--- src/hdl/lfm_pkg.sv ---
// Purpose: shared constants and types for the led fault manager
// Assumes: 25 MHz system clock, AXI4-Lite register access
// Notes: timing counts derive from the times below
`default_nettype none
package lfm_pkg;
	localparam int NUM_CH = 6;
	localparam int CLK_HZ = 25000000;
	localparam int CLR_TIME_MS = 16;
	localparam int CLR_CYCLES = CLK_HZ / 1000 * CLR_TIME_MS;
	localparam int OCP_TIME_NS = 3000;
	localparam int CLK_NS = 40;
	localparam int OCP_CYCLES = OCP_TIME_NS / CLK_NS;
	localparam int EXT_FAULT_SW_CYCLES = 8;
	// register byte offsets
	localparam logic [7:0] REG_CTRL = 8'h00;
	localparam logic [7:0] REG_STATUS = 8'h04;
	localparam logic [7:0] REG_DISABLED = 8'h08;
	localparam logic [7:0] REG_CAUSE = 8'h0C;
	// control field positions and reset value
	localparam int CTRL_SW_CLEAR_BIT = 0;
	localparam int CTRL_FORCE_OFF_BIT = 1;
	localparam logic [31:0] CTRL_RESET = 32'h0000_0000;
	localparam logic [1:0] RESP_OKAY = 2'h0;
	localparam logic [1:0] RESP_SLVERR = 2'h2;
	typedef enum logic [2:0] {
		LFM_ST_SOFTSTART = 3'b000,
		LFM_ST_RUN = 3'b001,
		LFM_ST_OV_STOP = 3'b010,
		LFM_ST_LATCHED = 3'b011,
		LFM_ST_IDLE = 3'b100
	} lfm_state_e;
	typedef struct packed {
		logic ov;
		logic ov_hyst_ok;
		logic ilim1;
		logic ilim2;
		logic in_ocp;
	} lfm_cmp_s;
	typedef struct packed {
		logic string_short;
		logic open_string;
		logic ilim2;
		logic in_ocp;
		logic ext_fault;
	} lfm_cause_s;
endpackage
`default_nettype wire

--- src/hdl/lfm_fault_mgr.sv ---
// Purpose: fault manager for a six-string boost led driver
// Assumes: comparator outputs are levels; SW_TICK pulses once per boost cycle
// Notes: ALL_OUT selects the all-out option; static after reset
// Notes on behaviour
// - a sink pin above string-short threshold leaves regulation
// - keep-running: shorted string disabled alone, fault low, others run
// - fault stays low until enable or dimming input low over 16 ms
// - all-out: any partial short turns off every string, latched until reset
// - short detection armed only while some sink pin is in regulation
// - all pins above regulation: strings keep running, no short flagged
// - overvoltage alone is not latched, no fault output, switching stops
// - keep-running: overvoltage in soft start drops unregulated strings, fault, halt
// - switching resumes after output falls by the hysteresis level
// - all-out: overvoltage in startup with unregulated string latches everything off
// - keep-running: open string in run removed at overvoltage, others continue
// - all-out: open string in run disables all, latched until reset
// - primary current limit truncates the present switching cycle only
// - secondary current limit shuts down at once and latches off
// - input over-current: shutdown within 3 us, fault low, latched
// - input over-current: disconnect gate off immediately, even in startup
// - fault pin open-drain active low, driven while a fault is reported
// - all-out: external fault low over 8 switching cycles disables boost and sinks
// - enable high, dimming low over 16 ms clears faults; next dim rise soft-starts
//
// Local design decisions: the placing of the registers and the AXI4-Lite interface to the registers.
`default_nettype none
module lfm_fault_mgr #(
	parameter int CLR_CYCLES = lfm_pkg::CLR_CYCLES
) (
	input wire logic SYS_CLK,
	input wire logic RESET_N,
	input wire logic ALL_OUT,
	input wire logic ENABLE_IN,
	input wire logic DIM_IN,
	input wire logic SW_TICK,
	input wire logic [5:0] SINK_ABOVE_SHORT,
	input wire logic [5:0] SINK_IN_REG,
	input wire logic OUTPUT_OVERVOLTAGE,
	input wire logic OV_HYST_OK,
	input wire logic PRIMARY_CURRENT_LIMIT,
	input wire logic SECONDARY_CURRENT_LIMIT,
	input wire logic INPUT_OVERCURRENT,
	input wire logic FAULT_N_IN,
	output logic FAULT_N_OUT,
	output logic FAULT_N_OE,
	output logic [5:0] SINK_EN,
	output logic BOOST_EN,
	output logic CYCLE_TRUNC,
	output logic DISCONNECT_GATE_ON,
	input wire logic [31:0] S_AXI_AWADDR,
	input wire logic S_AXI_AWVALID,
	output logic S_AXI_AWREADY,
	input wire logic [31:0] S_AXI_WDATA,
	input wire logic [3:0] S_AXI_WSTRB,
	input wire logic S_AXI_WVALID,
	output logic S_AXI_WREADY,
	output logic [1:0] S_AXI_BRESP,
	output logic S_AXI_BVALID,
	input wire logic S_AXI_BREADY,
	input wire logic [31:0] S_AXI_ARADDR,
	input wire logic S_AXI_ARVALID,
	output logic S_AXI_ARREADY,
	output logic [31:0] S_AXI_RDATA,
	output logic [1:0] S_AXI_RRESP,
	output logic S_AXI_RVALID,
	input wire logic S_AXI_RREADY
);
	////////////////////////////////////////////////////////////////
	logic rst_meta_ff;
	logic rst_n;
	always_ff @(posedge SYS_CLK or negedge RESET_N) begin
		if (!RESET_N) begin
			rst_meta_ff <= 1'b0;
			rst_n <= 1'b0;
		end else begin
			rst_meta_ff <= 1'b1;
			rst_n <= rst_meta_ff;
		end
	end

	// all asynchronous levels through two flops
	logic [21:0] raw_in;
	logic [21:0] sync_in;
	assign raw_in = {SINK_ABOVE_SHORT, SINK_IN_REG, OUTPUT_OVERVOLTAGE, OV_HYST_OK,
		PRIMARY_CURRENT_LIMIT, SECONDARY_CURRENT_LIMIT, INPUT_OVERCURRENT,
		ENABLE_IN, DIM_IN, FAULT_N_IN, ALL_OUT, SW_TICK};
	lfm_sync #(.WIDTH(22)) u_sync (
		.clk(SYS_CLK),
		.rst_n(rst_n),
		.d(raw_in),
		.q(sync_in)
	);
	logic [5:0] above_s;
	logic [5:0] inreg_s;
	lfm_pkg::lfm_cmp_s cmp;
	logic en_s;
	logic dim_s;
	logic fault_in_s;
	logic all_out_s;
	logic tick_s;
	assign above_s = sync_in[21:16];
	assign inreg_s = sync_in[15:10];
	assign cmp = sync_in[9:5];
	assign en_s = sync_in[4];
	assign dim_s = sync_in[3];
	assign fault_in_s = sync_in[2];
	assign all_out_s = sync_in[1];
	assign tick_s = sync_in[0];

	// option taken once the synchroniser has filled, then held
	logic all_out_ff;
	logic [1:0] opt_wait_ff;
	always_ff @(posedge SYS_CLK or negedge rst_n) begin
		if (!rst_n) begin
			all_out_ff <= 1'b0;
			opt_wait_ff <= 2'h0;
		end else if (opt_wait_ff != 2'h3) begin
			opt_wait_ff <= opt_wait_ff + 2'h1;
			if (opt_wait_ff == 2'h2) begin
				all_out_ff <= all_out_s;
			end
		end
	end

	////////////////////////////////////////////////////////////////
	logic en_low_done;
	logic dim_low_done;
	lfm_lowtimer #(.LIMIT(CLR_CYCLES)) u_en_timer (
		.clk(SYS_CLK),
		.rst_n(rst_n),
		.level(en_s),
		.done(en_low_done)
	);
	lfm_lowtimer #(.LIMIT(CLR_CYCLES)) u_dim_timer (
		.clk(SYS_CLK),
		.rst_n(rst_n),
		.level(dim_s),
		.done(dim_low_done)
	);
	logic sw_clear_ff;
	logic force_off_ff;
	logic clear_req;
	// all-out latches hold until device reset; keep-running ones clear on the timers or a software clear
	assign clear_req = en_low_done || dim_low_done || sw_clear_ff;

	// external fault watch: count boost cycles with pin held low by others
	// tick is several clocks wide: count its rising edges only
	logic tick_prev_ff;
	logic tick_rise;
	always_ff @(posedge SYS_CLK or negedge rst_n) begin
		if (!rst_n) begin
			tick_prev_ff <= 1'b0;
		end else begin
			tick_prev_ff <= tick_s;
		end
	end
	assign tick_rise = tick_s && !tick_prev_ff;

	logic [3:0] ext_cnt_ff;
	logic ext_trip;
	always_ff @(posedge SYS_CLK or negedge rst_n) begin
		if (!rst_n) begin
			ext_cnt_ff <= '0;
		end else if (fault_in_s || FAULT_N_OE || !all_out_ff) begin
			ext_cnt_ff <= '0;
		end else if (tick_rise && ext_cnt_ff <= 4'(lfm_pkg::EXT_FAULT_SW_CYCLES)) begin
			ext_cnt_ff <= ext_cnt_ff + 4'h1;
		end
	end
	assign ext_trip = ext_cnt_ff > 4'(lfm_pkg::EXT_FAULT_SW_CYCLES);

	////////////////////////////////////////////////////////////////
	lfm_pkg::lfm_state_e state_ff;
	lfm_pkg::lfm_state_e nxt_state;
	logic armed;
	logic [5:0] short_hit;
	logic [5:0] open_hit;
	logic hard_fault;
	assign armed = |inreg_s;
	assign short_hit = armed ? (above_s & SINK_EN) : 6'h00;
	assign open_hit = ~inreg_s & SINK_EN;
	assign hard_fault = cmp.ilim2 || cmp.in_ocp || ext_trip || force_off_ff;

	always_comb begin
		nxt_state = state_ff;
		case (state_ff)
			lfm_pkg::LFM_ST_IDLE: begin
				if (hard_fault) begin
					nxt_state = lfm_pkg::LFM_ST_LATCHED;
				end else if (dim_s && en_s) begin
					nxt_state = lfm_pkg::LFM_ST_SOFTSTART;
				end
			end
			lfm_pkg::LFM_ST_SOFTSTART, lfm_pkg::LFM_ST_RUN: begin
				if (hard_fault) begin
					nxt_state = lfm_pkg::LFM_ST_LATCHED;
				end else if (all_out_ff && (|short_hit)) begin
					nxt_state = lfm_pkg::LFM_ST_LATCHED;
				end else if (cmp.ov && all_out_ff && (|open_hit)) begin
					nxt_state = lfm_pkg::LFM_ST_LATCHED;
				end else if (cmp.ov) begin
					nxt_state = lfm_pkg::LFM_ST_OV_STOP;
				end else if (en_low_done || dim_low_done) begin
					nxt_state = lfm_pkg::LFM_ST_IDLE;
				end else if (state_ff == lfm_pkg::LFM_ST_SOFTSTART && (&(inreg_s | ~SINK_EN))) begin
					nxt_state = lfm_pkg::LFM_ST_RUN;
				end
			end
			lfm_pkg::LFM_ST_OV_STOP: begin
				if (hard_fault) begin
					nxt_state = lfm_pkg::LFM_ST_LATCHED;
				end else if (cmp.ov_hyst_ok) begin
					nxt_state = lfm_pkg::LFM_ST_RUN;
				end
			end
			lfm_pkg::LFM_ST_LATCHED: begin
				if (clear_req && !all_out_ff && !hard_fault) begin
					nxt_state = lfm_pkg::LFM_ST_IDLE;
				end
			end
			default: nxt_state = lfm_pkg::LFM_ST_IDLE;
		endcase
	end

	always_ff @(posedge SYS_CLK or negedge rst_n) begin
		if (!rst_n) begin
			state_ff <= lfm_pkg::LFM_ST_IDLE;
		end else begin
			state_ff <= nxt_state;
		end
	end

	// per-string enables; cleared strings come back only after a fault clear
	logic [5:0] sink_en_ff;
	always_ff @(posedge SYS_CLK or negedge rst_n) begin
		if (!rst_n) begin
			sink_en_ff <= 6'h3F;
		end else if (nxt_state == lfm_pkg::LFM_ST_LATCHED) begin
			sink_en_ff <= 6'h00;
		end else if (state_ff == lfm_pkg::LFM_ST_IDLE) begin
			sink_en_ff <= 6'h3F;
		end else if (state_ff != lfm_pkg::LFM_ST_OV_STOP && cmp.ov) begin
			sink_en_ff <= sink_en_ff & ~short_hit & ~open_hit;
		end else begin
			sink_en_ff <= sink_en_ff & ~short_hit;
		end
	end
	assign SINK_EN = sink_en_ff;

	// fault flag: hardware set wins over any clear in the same cycle
	logic fault_ff;
	lfm_pkg::lfm_cause_s cause_ff;
	logic fault_set;
	logic act;
	assign act = state_ff != lfm_pkg::LFM_ST_IDLE;
	// hard causes count in idle too; string causes need the state out of idle
	assign fault_set = (act && ((|short_hit) || (cmp.ov && (|open_hit)))) || cmp.ilim2 || cmp.in_ocp
		|| force_off_ff;
	always_ff @(posedge SYS_CLK or negedge rst_n) begin
		if (!rst_n) begin
			fault_ff <= 1'b0;
			cause_ff <= '0;
		end else if (fault_set) begin
			fault_ff <= 1'b1;
			cause_ff <= cause_ff | {act && (|short_hit), act && cmp.ov && (|open_hit), cmp.ilim2, cmp.in_ocp, 1'b0};
		end else if (ext_trip) begin
			cause_ff.ext_fault <= 1'b1;
		end else if (clear_req && !all_out_ff) begin
			fault_ff <= 1'b0;
			cause_ff <= '0;
		end
	end

	// open-drain: drive low only while a fault is held
	assign FAULT_N_OUT = 1'b0;
	assign FAULT_N_OE = fault_ff;

	logic run_ok;
	assign run_ok = state_ff == lfm_pkg::LFM_ST_SOFTSTART || state_ff == lfm_pkg::LFM_ST_RUN;
	// combinational so the over-current path needs no extra clock
	assign BOOST_EN = run_ok && !hard_fault && !cmp.ov;
	assign CYCLE_TRUNC = cmp.ilim1;
	assign DISCONNECT_GATE_ON = state_ff != lfm_pkg::LFM_ST_LATCHED && !cmp.in_ocp;

	////////////////////////////////////////////////////////////////
	// axi4-lite slave, one outstanding write and read
	logic aw_ok_ff;
	logic w_ok_ff;
	logic [7:0] awaddr_ff;
	logic [31:0] wdata_ff;
	logic bvalid_ff;
	logic [1:0] bresp_ff;
	assign S_AXI_AWREADY = !aw_ok_ff && !bvalid_ff;
	assign S_AXI_WREADY = !w_ok_ff && !bvalid_ff;
	assign S_AXI_BVALID = bvalid_ff;
	assign S_AXI_BRESP = bresp_ff;
	always_ff @(posedge SYS_CLK or negedge rst_n) begin
		if (!rst_n) begin
			aw_ok_ff <= 1'b0;
			w_ok_ff <= 1'b0;
			awaddr_ff <= 8'h00;
			wdata_ff <= 32'h0000_0000;
			bvalid_ff <= 1'b0;
			bresp_ff <= lfm_pkg::RESP_OKAY;
			sw_clear_ff <= 1'b0;
			force_off_ff <= 1'b0;
		end else begin
			sw_clear_ff <= 1'b0;
			if (S_AXI_AWVALID && S_AXI_AWREADY) begin
				aw_ok_ff <= 1'b1;
				awaddr_ff <= S_AXI_AWADDR[7:0];
			end
			if (S_AXI_WVALID && S_AXI_WREADY) begin
				w_ok_ff <= 1'b1;
				wdata_ff <= S_AXI_WDATA;
			end
			if (aw_ok_ff && w_ok_ff) begin
				aw_ok_ff <= 1'b0;
				w_ok_ff <= 1'b0;
				bvalid_ff <= 1'b1;
				if (awaddr_ff == lfm_pkg::REG_CTRL) begin
					bresp_ff <= lfm_pkg::RESP_OKAY;
					sw_clear_ff <= wdata_ff[lfm_pkg::CTRL_SW_CLEAR_BIT];
					force_off_ff <= wdata_ff[lfm_pkg::CTRL_FORCE_OFF_BIT];
				end else begin
					bresp_ff <= lfm_pkg::RESP_SLVERR;
				end
			end
			if (bvalid_ff && S_AXI_BREADY) begin
				bvalid_ff <= 1'b0;
			end
		end
	end

	logic rvalid_ff;
	logic [31:0] rdata_ff;
	logic [1:0] rresp_ff;
	assign S_AXI_ARREADY = !rvalid_ff;
	assign S_AXI_RVALID = rvalid_ff;
	assign S_AXI_RDATA = rdata_ff;
	assign S_AXI_RRESP = rresp_ff;
	always_ff @(posedge SYS_CLK or negedge rst_n) begin
		if (!rst_n) begin
			rvalid_ff <= 1'b0;
			rdata_ff <= 32'h0000_0000;
			rresp_ff <= lfm_pkg::RESP_OKAY;
		end else if (S_AXI_ARVALID && !rvalid_ff) begin
			rvalid_ff <= 1'b1;
			rresp_ff <= lfm_pkg::RESP_OKAY;
			case (S_AXI_ARADDR[7:0])
				lfm_pkg::REG_CTRL: rdata_ff <= {30'h0, force_off_ff, 1'b0};
				lfm_pkg::REG_STATUS: rdata_ff <= {24'h0, all_out_ff, BOOST_EN, fault_ff, 2'h0, state_ff};
				lfm_pkg::REG_DISABLED: rdata_ff <= {26'h0, ~sink_en_ff};
				lfm_pkg::REG_CAUSE: rdata_ff <= {27'h0, cause_ff};
				default: begin
					rdata_ff <= 32'h0000_0000;
					rresp_ff <= lfm_pkg::RESP_SLVERR;
				end
			endcase
		end else if (rvalid_ff && S_AXI_RREADY) begin
			rvalid_ff <= 1'b0;
		end
	end

	////////////////////////////////////////////////////////////////
	property p_ocp_gate;
		@(posedge SYS_CLK) disable iff (!rst_n) cmp.in_ocp |-> !DISCONNECT_GATE_ON;
	endproperty
	a_ocp_gate: assert property (p_ocp_gate) else $error("gate on during input overcurrent");
	property p_ocp_latch;
		@(posedge SYS_CLK) disable iff (!rst_n)
			cmp.in_ocp |=> state_ff == lfm_pkg::LFM_ST_LATCHED && fault_ff && SINK_EN == 6'h00;
	endproperty
	a_ocp_latch: assert property (p_ocp_latch) else $error("no latch after input overcurrent");
	property p_ilim2;
		@(posedge SYS_CLK) disable iff (!rst_n)
			cmp.ilim2 && state_ff != lfm_pkg::LFM_ST_IDLE |=> !BOOST_EN && SINK_EN == 6'h00;
	endproperty
	a_ilim2: assert property (p_ilim2) else $error("secondary limit did not shut down");
	property p_trunc;
		@(posedge SYS_CLK) disable iff (!rst_n) CYCLE_TRUNC == cmp.ilim1;
	endproperty
	a_trunc: assert property (p_trunc) else $error("truncate does not follow primary limit");
	property p_unarmed;
		@(posedge SYS_CLK) disable iff (!rst_n)
			inreg_s == 6'h00 && !cmp.ov && !hard_fault && state_ff == lfm_pkg::LFM_ST_RUN
			|=> SINK_EN == $past(SINK_EN);
	endproperty
	a_unarmed: assert property (p_unarmed) else $error("string dropped while unarmed");
	property p_short_kr;
		@(posedge SYS_CLK) disable iff (!rst_n)
			!all_out_ff && state_ff == lfm_pkg::LFM_ST_RUN && !hard_fault && !cmp.ov
			&& short_hit != 6'h00 |=> (SINK_EN & $past(short_hit)) == 6'h00 && fault_ff;
	endproperty
	a_short_kr: assert property (p_short_kr) else $error("shorted string not removed");
	property p_ov_nolatch;
		@(posedge SYS_CLK) disable iff (!rst_n)
			state_ff == lfm_pkg::LFM_ST_RUN && cmp.ov && open_hit == 6'h00 && short_hit == 6'h00
			&& !hard_fault && !fault_ff |=> !fault_ff ##0 state_ff == lfm_pkg::LFM_ST_OV_STOP;
	endproperty
	a_ov_nolatch: assert property (p_ov_nolatch) else $error("overvoltage alone latched");
	property p_allout_hold;
		@(posedge SYS_CLK) disable iff (!rst_n)
			all_out_ff && state_ff == lfm_pkg::LFM_ST_LATCHED |=> state_ff == lfm_pkg::LFM_ST_LATCHED;
	endproperty
	a_allout_hold: assert property (p_allout_hold) else $error("all-out latch released");
	c_ov_stop: cover property (@(posedge SYS_CLK) state_ff == lfm_pkg::LFM_ST_OV_STOP);
	c_latched: cover property (@(posedge SYS_CLK) state_ff == lfm_pkg::LFM_ST_LATCHED);
	c_clear: cover property (@(posedge SYS_CLK) fault_ff ##1 !fault_ff);
endmodule
`default_nettype wire

--- src/hdl/lfm_sync.sv ---
// Purpose: two-flop synchroniser for a bundle of levels
// Assumes: inputs are levels held several clocks
// Notes: first stage feeds only the second stage
`default_nettype none
module lfm_sync #(
	parameter int WIDTH = 1
) (
	input wire logic clk,
	input wire logic rst_n,
	input wire logic [WIDTH-1:0] d,
	output logic [WIDTH-1:0] q
);
	logic [WIDTH-1:0] meta_ff;
	always_ff @(posedge clk or negedge rst_n) begin
		if (!rst_n) begin
			meta_ff <= '0;
			q <= '0;
		end else begin
			meta_ff <= d;
			q <= meta_ff;
		end
	end
endmodule
`default_nettype wire

--- src/hdl/lfm_lowtimer.sv ---
// Purpose: reports when an input has stayed low longer than a time
// Assumes: input already synchronised
// Notes: done stays high while input remains low past the limit
`default_nettype none
module lfm_lowtimer #(
	parameter int LIMIT = 400000
) (
	input wire logic clk,
	input wire logic rst_n,
	input wire logic level,
	output logic done
);
	logic [$clog2(LIMIT+1)-1:0] cnt_ff;
	always_ff @(posedge clk or negedge rst_n) begin
		if (!rst_n) begin
			cnt_ff <= '0;
		end else if (level) begin
			cnt_ff <= '0;
		end else if (cnt_ff != LIMIT[$clog2(LIMIT+1)-1:0]) begin
			cnt_ff <= cnt_ff + 1'b1;
		end
	end
	assign done = (cnt_ff == LIMIT[$clog2(LIMIT+1)-1:0]);
endmodule
`default_nettype wire

--- config.mk ---
export PLATFORM = sky130hd
export DESIGN_NAME = lfm_fault_mgr
export DESIGN_NICKNAME = d
export VERILOG_FILES = /design/src/hdl/lfm_pkg.sv /design/src/hdl/lfm_fault_mgr.sv /design/src/hdl/lfm_sync.sv /design/src/hdl/lfm_lowtimer.sv
export SDC_FILE = /design/constraint.sdc
export NUM_CORES = 1
export LEC_CHECK = 0
export ABC_AREA = 1
export BUFFER_PORTS_ARGS = -buffer_cell sky130_fd_sc_hd__buf_2
export CAP_MARGIN = 20
export CORE_MARGIN = 2
export CORE_UTILIZATION = 51
export DETAILED_ROUTE_END_ITERATION = 7
export MAX_ROUTING_LAYER = met4
export PLACE_DENSITY = 0.79
export SETUP_SLACK_MARGIN = 0.15
export SLEW_MARGIN = 30
export SYNTH_ARGS = -nofsm -noshare
export SYNTH_HDL_FRONTEND = slang
export SYNTH_SLANG_ARGS = --single-unit
export TNS_END_PERCENT = 100
--- constraint.sdc ---
create_clock -name SYS_CLK -period 5.7 [get_ports SYS_CLK]
set_clock_uncertainty 0.1 [all_clocks]
set_input_delay 0.285 -clock SYS_CLK [delete_from_list [all_inputs] [get_ports SYS_CLK]]
set_output_delay 0.285 -clock SYS_CLK [all_outputs]
set_load 0.005 [all_outputs]
# Yosys cells after proc, flatten, opt, wreduce, memory -nomap -nowiden
# Cells that the tools add are included.
[op_classes]
addsub = 4
mul = 0
div_mod_pow = 0
n_lt_le_gt_ge = 2
n_eq_ne = 18
shifts = 0
muxes = 42
bitwise_logic = 10
n_reduce_logical = 68
[op_table]
columns = ["op", "count"]
rows = [
  ["$mux W19", 4],
  ["$add A19 B1 Y19 const B", 2],
  ["$eq A19 B19 Y1 const B", 2],
  ["$ne A19 B19 Y1 const B", 2],
  ["$mux W3", 11],
  ["$pmux W8 S4", 1],
  ["$logic_and A1 B1 Y1", 26],
  ["$and A6 B6 Y6", 4],
  ["$mux W6", 4],
  ["$not A6 Y6", 4],
  ["$reduce_or A6 Y1", 3],
  ["$eq A8 B4 Y1 const B", 2],
  ["$logic_not A8 Y1", 2],
  ["$reduce_bool A2 Y1", 8],
  ["$mux W1", 14],
  ["$logic_or A1 B1 Y1", 12],
  ["$mux W4", 3],
  ["$pmux W3 S4", 1],
  ["$mux W5", 2],
  ["$eq A3 B2 Y1 const B", 3],
  ["$logic_not A1 Y1", 9],
  ["$eq A8 B3 Y1 const B", 1],
  ["$ne A3 B2 Y1 const B", 2],
  ["$or A6 B6 Y6", 1],
  ["18 further kinds", 21],
]
[totals]
reg_bits = 159
latchBits = 0
ramBits = 0
romBits = 0
inputBits = 129
output_inout_bits = 52
n_memories = 0

# Longest topological paths before layout
[logic_depth]
word_depth = 13
ltp_mapped = 14
depth_no_buf = 14

# Cells and area by module
# Synthesis repeated with hierarchy kept, for this count alone.
[hier_totals]
hier_cells = 726
hier_area_um2 = 6381.1
[by_module_without_submodules]
columns = ["mod", "instances", "cells_each", "area_per_inst_um2"]
rows = [
  ["lfm_fault_mgr", 1, 342, 2865.2],
  ["lfm_lowtimer", 2, 170, 1207.4],
  ["lfm_sync", 1, 44, 1101.1],
]

# Worst setup path before layout
# Ideal clock, no wire load.
[synth_path]
path_kind = "register -> register"
start = "register u_dim_timer.cnt_ff[0]"
end = "register cause_ff[2] (netlist bit)"
setup_time_ps = 121
arrival_time_ps = 1399
t_required_ps = 5479
setup_slack_ps = 4081
path_stages_with_launch = 14
n_path_buf = 0
synth_period_minus_slack_ps = 1619
cell_sequence = "dfrtp_1 inv_1 ha_1 nand2_1 inv_1 nand2_1 nor2_1 nand2_2 nand3_2 nand2_1 clkinv_1 nand2_1 nor2_2 o21ai_1"
[synth_via]
elab_chain_len = 6
[synth_lines]
columns = ["item", "line_no", "rtl"]
rows = [
  ["start: declaration", "lfm_lowtimer.sv:13", "logic [$clog2(LIMIT+1)-1:0] cnt_ff;"],
  ["start signal: assignment", "lfm_lowtimer.sv:20", "cnt_ff <= cnt_ff + 1'b1;"],
  ["$eq A19 B19 Y1", "lfm_lowtimer.sv:23", "assign done = (cnt_ff == LIMIT[$clog2(LIMIT+1)-1:0]);"],
  ["$logic_or A1 B1 Y1 (2 in a row)", "lfm_fault_mgr.sv:144", "assign clear_req = en_low_done || dim_low_done || sw_clear_ff;"],
  ["$logic_and A1 B1 Y1", "lfm_fault_mgr.sv:268", "end else if (clear_req && !all_out_ff) begin"],
  ["$reduce_bool A2 Y1 (no source line)", "-", ""],
  ["$reduce_and A2 Y1 (no source line)", "-", ""],
  ["end signal: assignment", "lfm_fault_mgr.sv:265", "cause_ff <= cause_ff | {act && (|short_hit), act && cmp.ov && (|open_hit), cmp.ilim2, cmp.in_ocp, 1'b0};"],
  ["end: declaration", "lfm_fault_mgr.sv:252", "lfm_pkg::lfm_cause_s cause_ff;"],
]
# No other way between the ends.
# A chain may end at the register's enable or synchronous reset.

# Worst setup path after layout
[layout_path]
start = "register ext_cnt_ff[0]"
end = "output port BOOST_EN"
[layout_via]
elab_chain_len = 6
[layout_lines]
columns = ["item", "line_no", "rtl"]
rows = [
  ["start: declaration", "lfm_fault_mgr.sv:159", "logic [3:0] ext_cnt_ff;"],
  ["start signal: assignment", "lfm_fault_mgr.sv:167", "ext_cnt_ff <= ext_cnt_ff + 4'h1;"],
  ["$gt A4 B4 Y1", "lfm_fault_mgr.sv:170", "assign ext_trip = ext_cnt_ff > 4'(lfm_pkg::EXT_FAULT_SW_CYCLES);"],
  ["$logic_or A1 B1 Y1 (2 in a row)", "lfm_fault_mgr.sv:182", "assign hard_fault = cmp.ilim2 || cmp.in_ocp || ext_trip || force_off_ff;"],
  ["$logic_not A1 Y1", "lfm_fault_mgr.sv:281", "assign BOOST_EN = run_ok && !hard_fault && !cmp.ov;"],
  ["$logic_and A1 B1 Y1 (2 in a row)", "lfm_fault_mgr.sv:281", ""],
  ["end: declaration", "lfm_fault_mgr.sv:47", "output logic BOOST_EN,"],
]
# No other way between the ends.

==> impl_metrics.json <==
{
  "gr-total-overflow": 0,
  "yosysWarnings": 0,
  "drt.antenna.violating_nets": 0,
  "hold_path_depth": 2,
  "rows": 39,
  "tightest_slew_ns": 0.650,
  "dpl.hpwl_mm": 8.22,
  "final_common_cell": "dfrtp_1",
  "p_clk_share_pct": 43.6,
  "synth_flop_cell": "dfrtp_1",
  "vias_per_cell": 5.03,
  "cp_max_fo": 7,
  "fmax_ghz": 0.429,
  "fp.coreArea_sq_um": 11400,
  "rsz0062_at_grt": "no",
  "dpl_cell_area_sq_um": 6380,
  "holdPathEnd": "wdata_ff[0]",
  "yosysSeqAreaShare_pct": 56.2,
  "wl_per_cell_um": 13.5,
  "hold_class": "input port to register",
  "drt_iter0_markers": 288,
  "avgSynthCellArea_sq_um": 9.25,
  "synth-edff-count": 0,
  "cts_tree": "built",
  "rr_endpoint": "SINK_EN[1]",
  "placed_cells": 852,
  "antennaDiodeCount": 0,
  "place_congestion": 0.928,
  "timing.final.max_slew_violations": 0,
  "cpMostUsedCell": "nand2_1",
  "stdcell_count": 915,
  "portBuffers": 71,
  "sw_frac_of_total_pct": 26.9,
  "holdCritStartpoint": "S_AXI_WDATA[0]",
  "root_buffer": "clkbuf_16",
  "crit_chain": "inv_1 -> ha_1 -> nand2_1 -> nand2_1 -> inv_2 -> nor2_4 -> inv_1 -> nor2_1 -> nand2_1 -> inv_2 -> buf_2",
  "fin_crit_sh_pct": 40.9,
  "synth.top_cell.area_share_pct": 53.1,
  "antenna_found_initial": 0,
  "startpoint_type": "register",
  "crit_family": "simple AND/OR/NAND/NOR gates",
  "clock_latency_ns": 0.42,
  "finalNetCount": 896,
  "hold_ws_ns": 0.00980,
  "irDropWorstVdd_mv": 0.376,
  "cts_buffers": 17,
  "power.internal_mw": 1.77,
  "slowest_delay_ns": 0.40,
  "cp.required_ns": 5.32,
  "synthesis.area_sq_um": 5940,
  "r2r_slack_ns": 3.64,
  "arrival_ns": 1.95,
  "grt_pass1_wl_mm": 21.1,
  "drc": 0,
  "track_usage_pct": 21.9,
  "drive_gt1_share_pct": 20.7,
  "area.growth.synth_to_final_pct": 22.4,
  "final_cell_area_sq_um": 7270,
  "dieArea_sq_um": 12500,
  "initial_core_util_pct": 52.2,
  "pwr_density_cell_nw_per_um2": 333,
  "cts.sinks": 133,
  "critPathBufInv": 5,
  "grt_max_degree": 51,
  "cpMaxStageDelayCell": "dfrtp_1",
  "p_comb_share_pct": 11.6,
  "die_h_um": 112,
  "boundaryPins": 181,
  "worstReg2RegStart": "u_en_timer.cnt_ff[0]",
  "die_x_um": 112,
  "async_flop_share_pct": 100,
  "final_core_util_pct": 63.9,
  "netlist_instances": 642,
  "tns_ns": 0,
  "hold_viol": 0,
  "vias": 4602,
  "period_minus_slack_ns": 2.33,
  "status": "complete, no violations",
  "critPathKind": "register to primary output",
  "finalSetupViolCount": 0,
  "r2r_cells": 12,
  "htree_levels": 4,
  "clk_path_buf_depth": 2,
  "cts-resized-gates": 0,
  "yosysTopAreaCell": "dfrtp_1",
  "critPathCaptureType": "primary output",
  "p_seq_share_pct": 44.8,
  "leakagePower_nw": 3.51,
  "dr.pass1.iters": 5,
  "clk_pin_slew_ns": 0.06,
  "ys_ff_latch": 133,
  "max-cap-violations": 0,
  "grt_pass1_vias": 4613,
  "synth.area.top_cells": "dfrtp_1 (53%), nand2_1 (7.4%), inv_1 (5.2%), nor2_1 (3.5%), buf_4 (3.4%)",
  "final_cell_mix": "dfrtp_1 (125), nand2_1 (117), inv_1 (83), buf_2 (71), nor2_1 (55)",
  "yosysUniqueCellTypes": 44,
  "switchingPower_mw": 0.651,
  "wirelength_mm": 12.4,
  "slew-limit-headroom_pct": 56.3
}
-- repair_timing --
action | CTS | global route
buffers inserted | 0 | 0
hold buffers | 31 | 0
hold endpoints to repair | 32 | 0
setup endpoints to repair | 0 | 0
-- area by class of cell --
cell class | instances | area, sq um
clock buffers | 18 | 439
clock inverters | 14 | 140
fillers | 859 | 4100
inverters | 96 | 360
multi-input cells | 407 | 2120
flip-flops and latches | 133 | 3340
well taps | 143 | 179
repair buffers | 104 | 693
-- metrics by stage --
stage	power (mW)	setup slack, ns
final	2.42	3.37
after global routing	2.53	3.19
after CTS	2.43	3.35
after detailed placement	1.35	3.80
after global placement	1.33	3.87
after floorplan	1.28	1.63
-- cell usage after synthesis (all sizes together), types with 4 or more instances --
master	instances
nor3	23
ha	8
xor2	4
o21ai	44
nand3	20
nor2	65
a21oi	40
inv	93
nand2	120
clkbuf	5
mux2	10
o22ai	5
nand4	12
a211oi	4
dfstp	7
dfrtp	126
buf	27
-- cell families after synthesis --
kind of cell	share of synthesized area [%]
compound gates	10.1
xor+xnor	0.737
fa+ha+maj	1.69
buf+inv	9.80
flops	56.2
mux	1.90
other cells	0.126
simple gates	19.5
-- worst max-delay path by stage --
stage / start / end / slack (ns) / depth (start not counted)
6_report: ext_cnt_ff[0] / BOOST_EN / 3.37 / 11
5_1_grt: ext_cnt_ff[0] / BOOST_EN / 3.19 / 11
3_3_place_gp: ext_cnt_ff[0] / BOOST_EN / 3.87 / 11
2_1_floorplan: rst_n / FAULT_N_OE / 1.63 / 0
4_1_cts: ext_cnt_ff[0] / BOOST_EN / 3.35 / 11
3_5_place_dp: ext_cnt_ff[0] / BOOST_EN / 3.80 / 11
-- flip-flops by register name, summed over array words and instances, names as in the netlist, 4 cells and up --
signal,flops
SINK_EN,6
S_AXI_RDATA,8
awaddr_ff,8
cause_ff,5
ext_cnt_ff,4
u_dim_timer.cnt_ff,19
u_en_timer.cnt_ff,19
u_sync.meta_ff,22
u_sync.q,22
-- metal layers --
metal / up-vias / part of all wire (%) / track usage (%)
li1: 2256 / - / -
met1: 2148 / 42 / 26.7
met2: 168 / 49 / 35.0
met3: 30 / 6.0 / 5.99
met4: 0 / 2.6 / 8.81
met5: - / 0 / -
-- worst register-to-register path, stage by stage (launching register included) --
cell      delay [ns]
dfrtp_1         0.42
inv_1           0.11
ha_1            0.16
nand2_1         0.06
nor2_2          0.11
nand3_2         0.18
nand2_1         0.17
inv_1           0.07
nand3b_1        0.10
nand2_1         0.06
nand2_1         0.07
nand2_2         0.11
a21oi_1         0.26
-- power groups by stage --
stage	Combinational [mW]	Sequential, mW	Clock, mW
after floorplan	0.186	1.09	0
after global placement	0.236	1.10	0
after detailed placement	0.256	1.10	0
after CTS	0.276	1.08	1.07
after global routing	0.311	1.10	1.13
final	0.280	1.09	1.06
No activity file was read; power rests on OpenSTA's default activity.
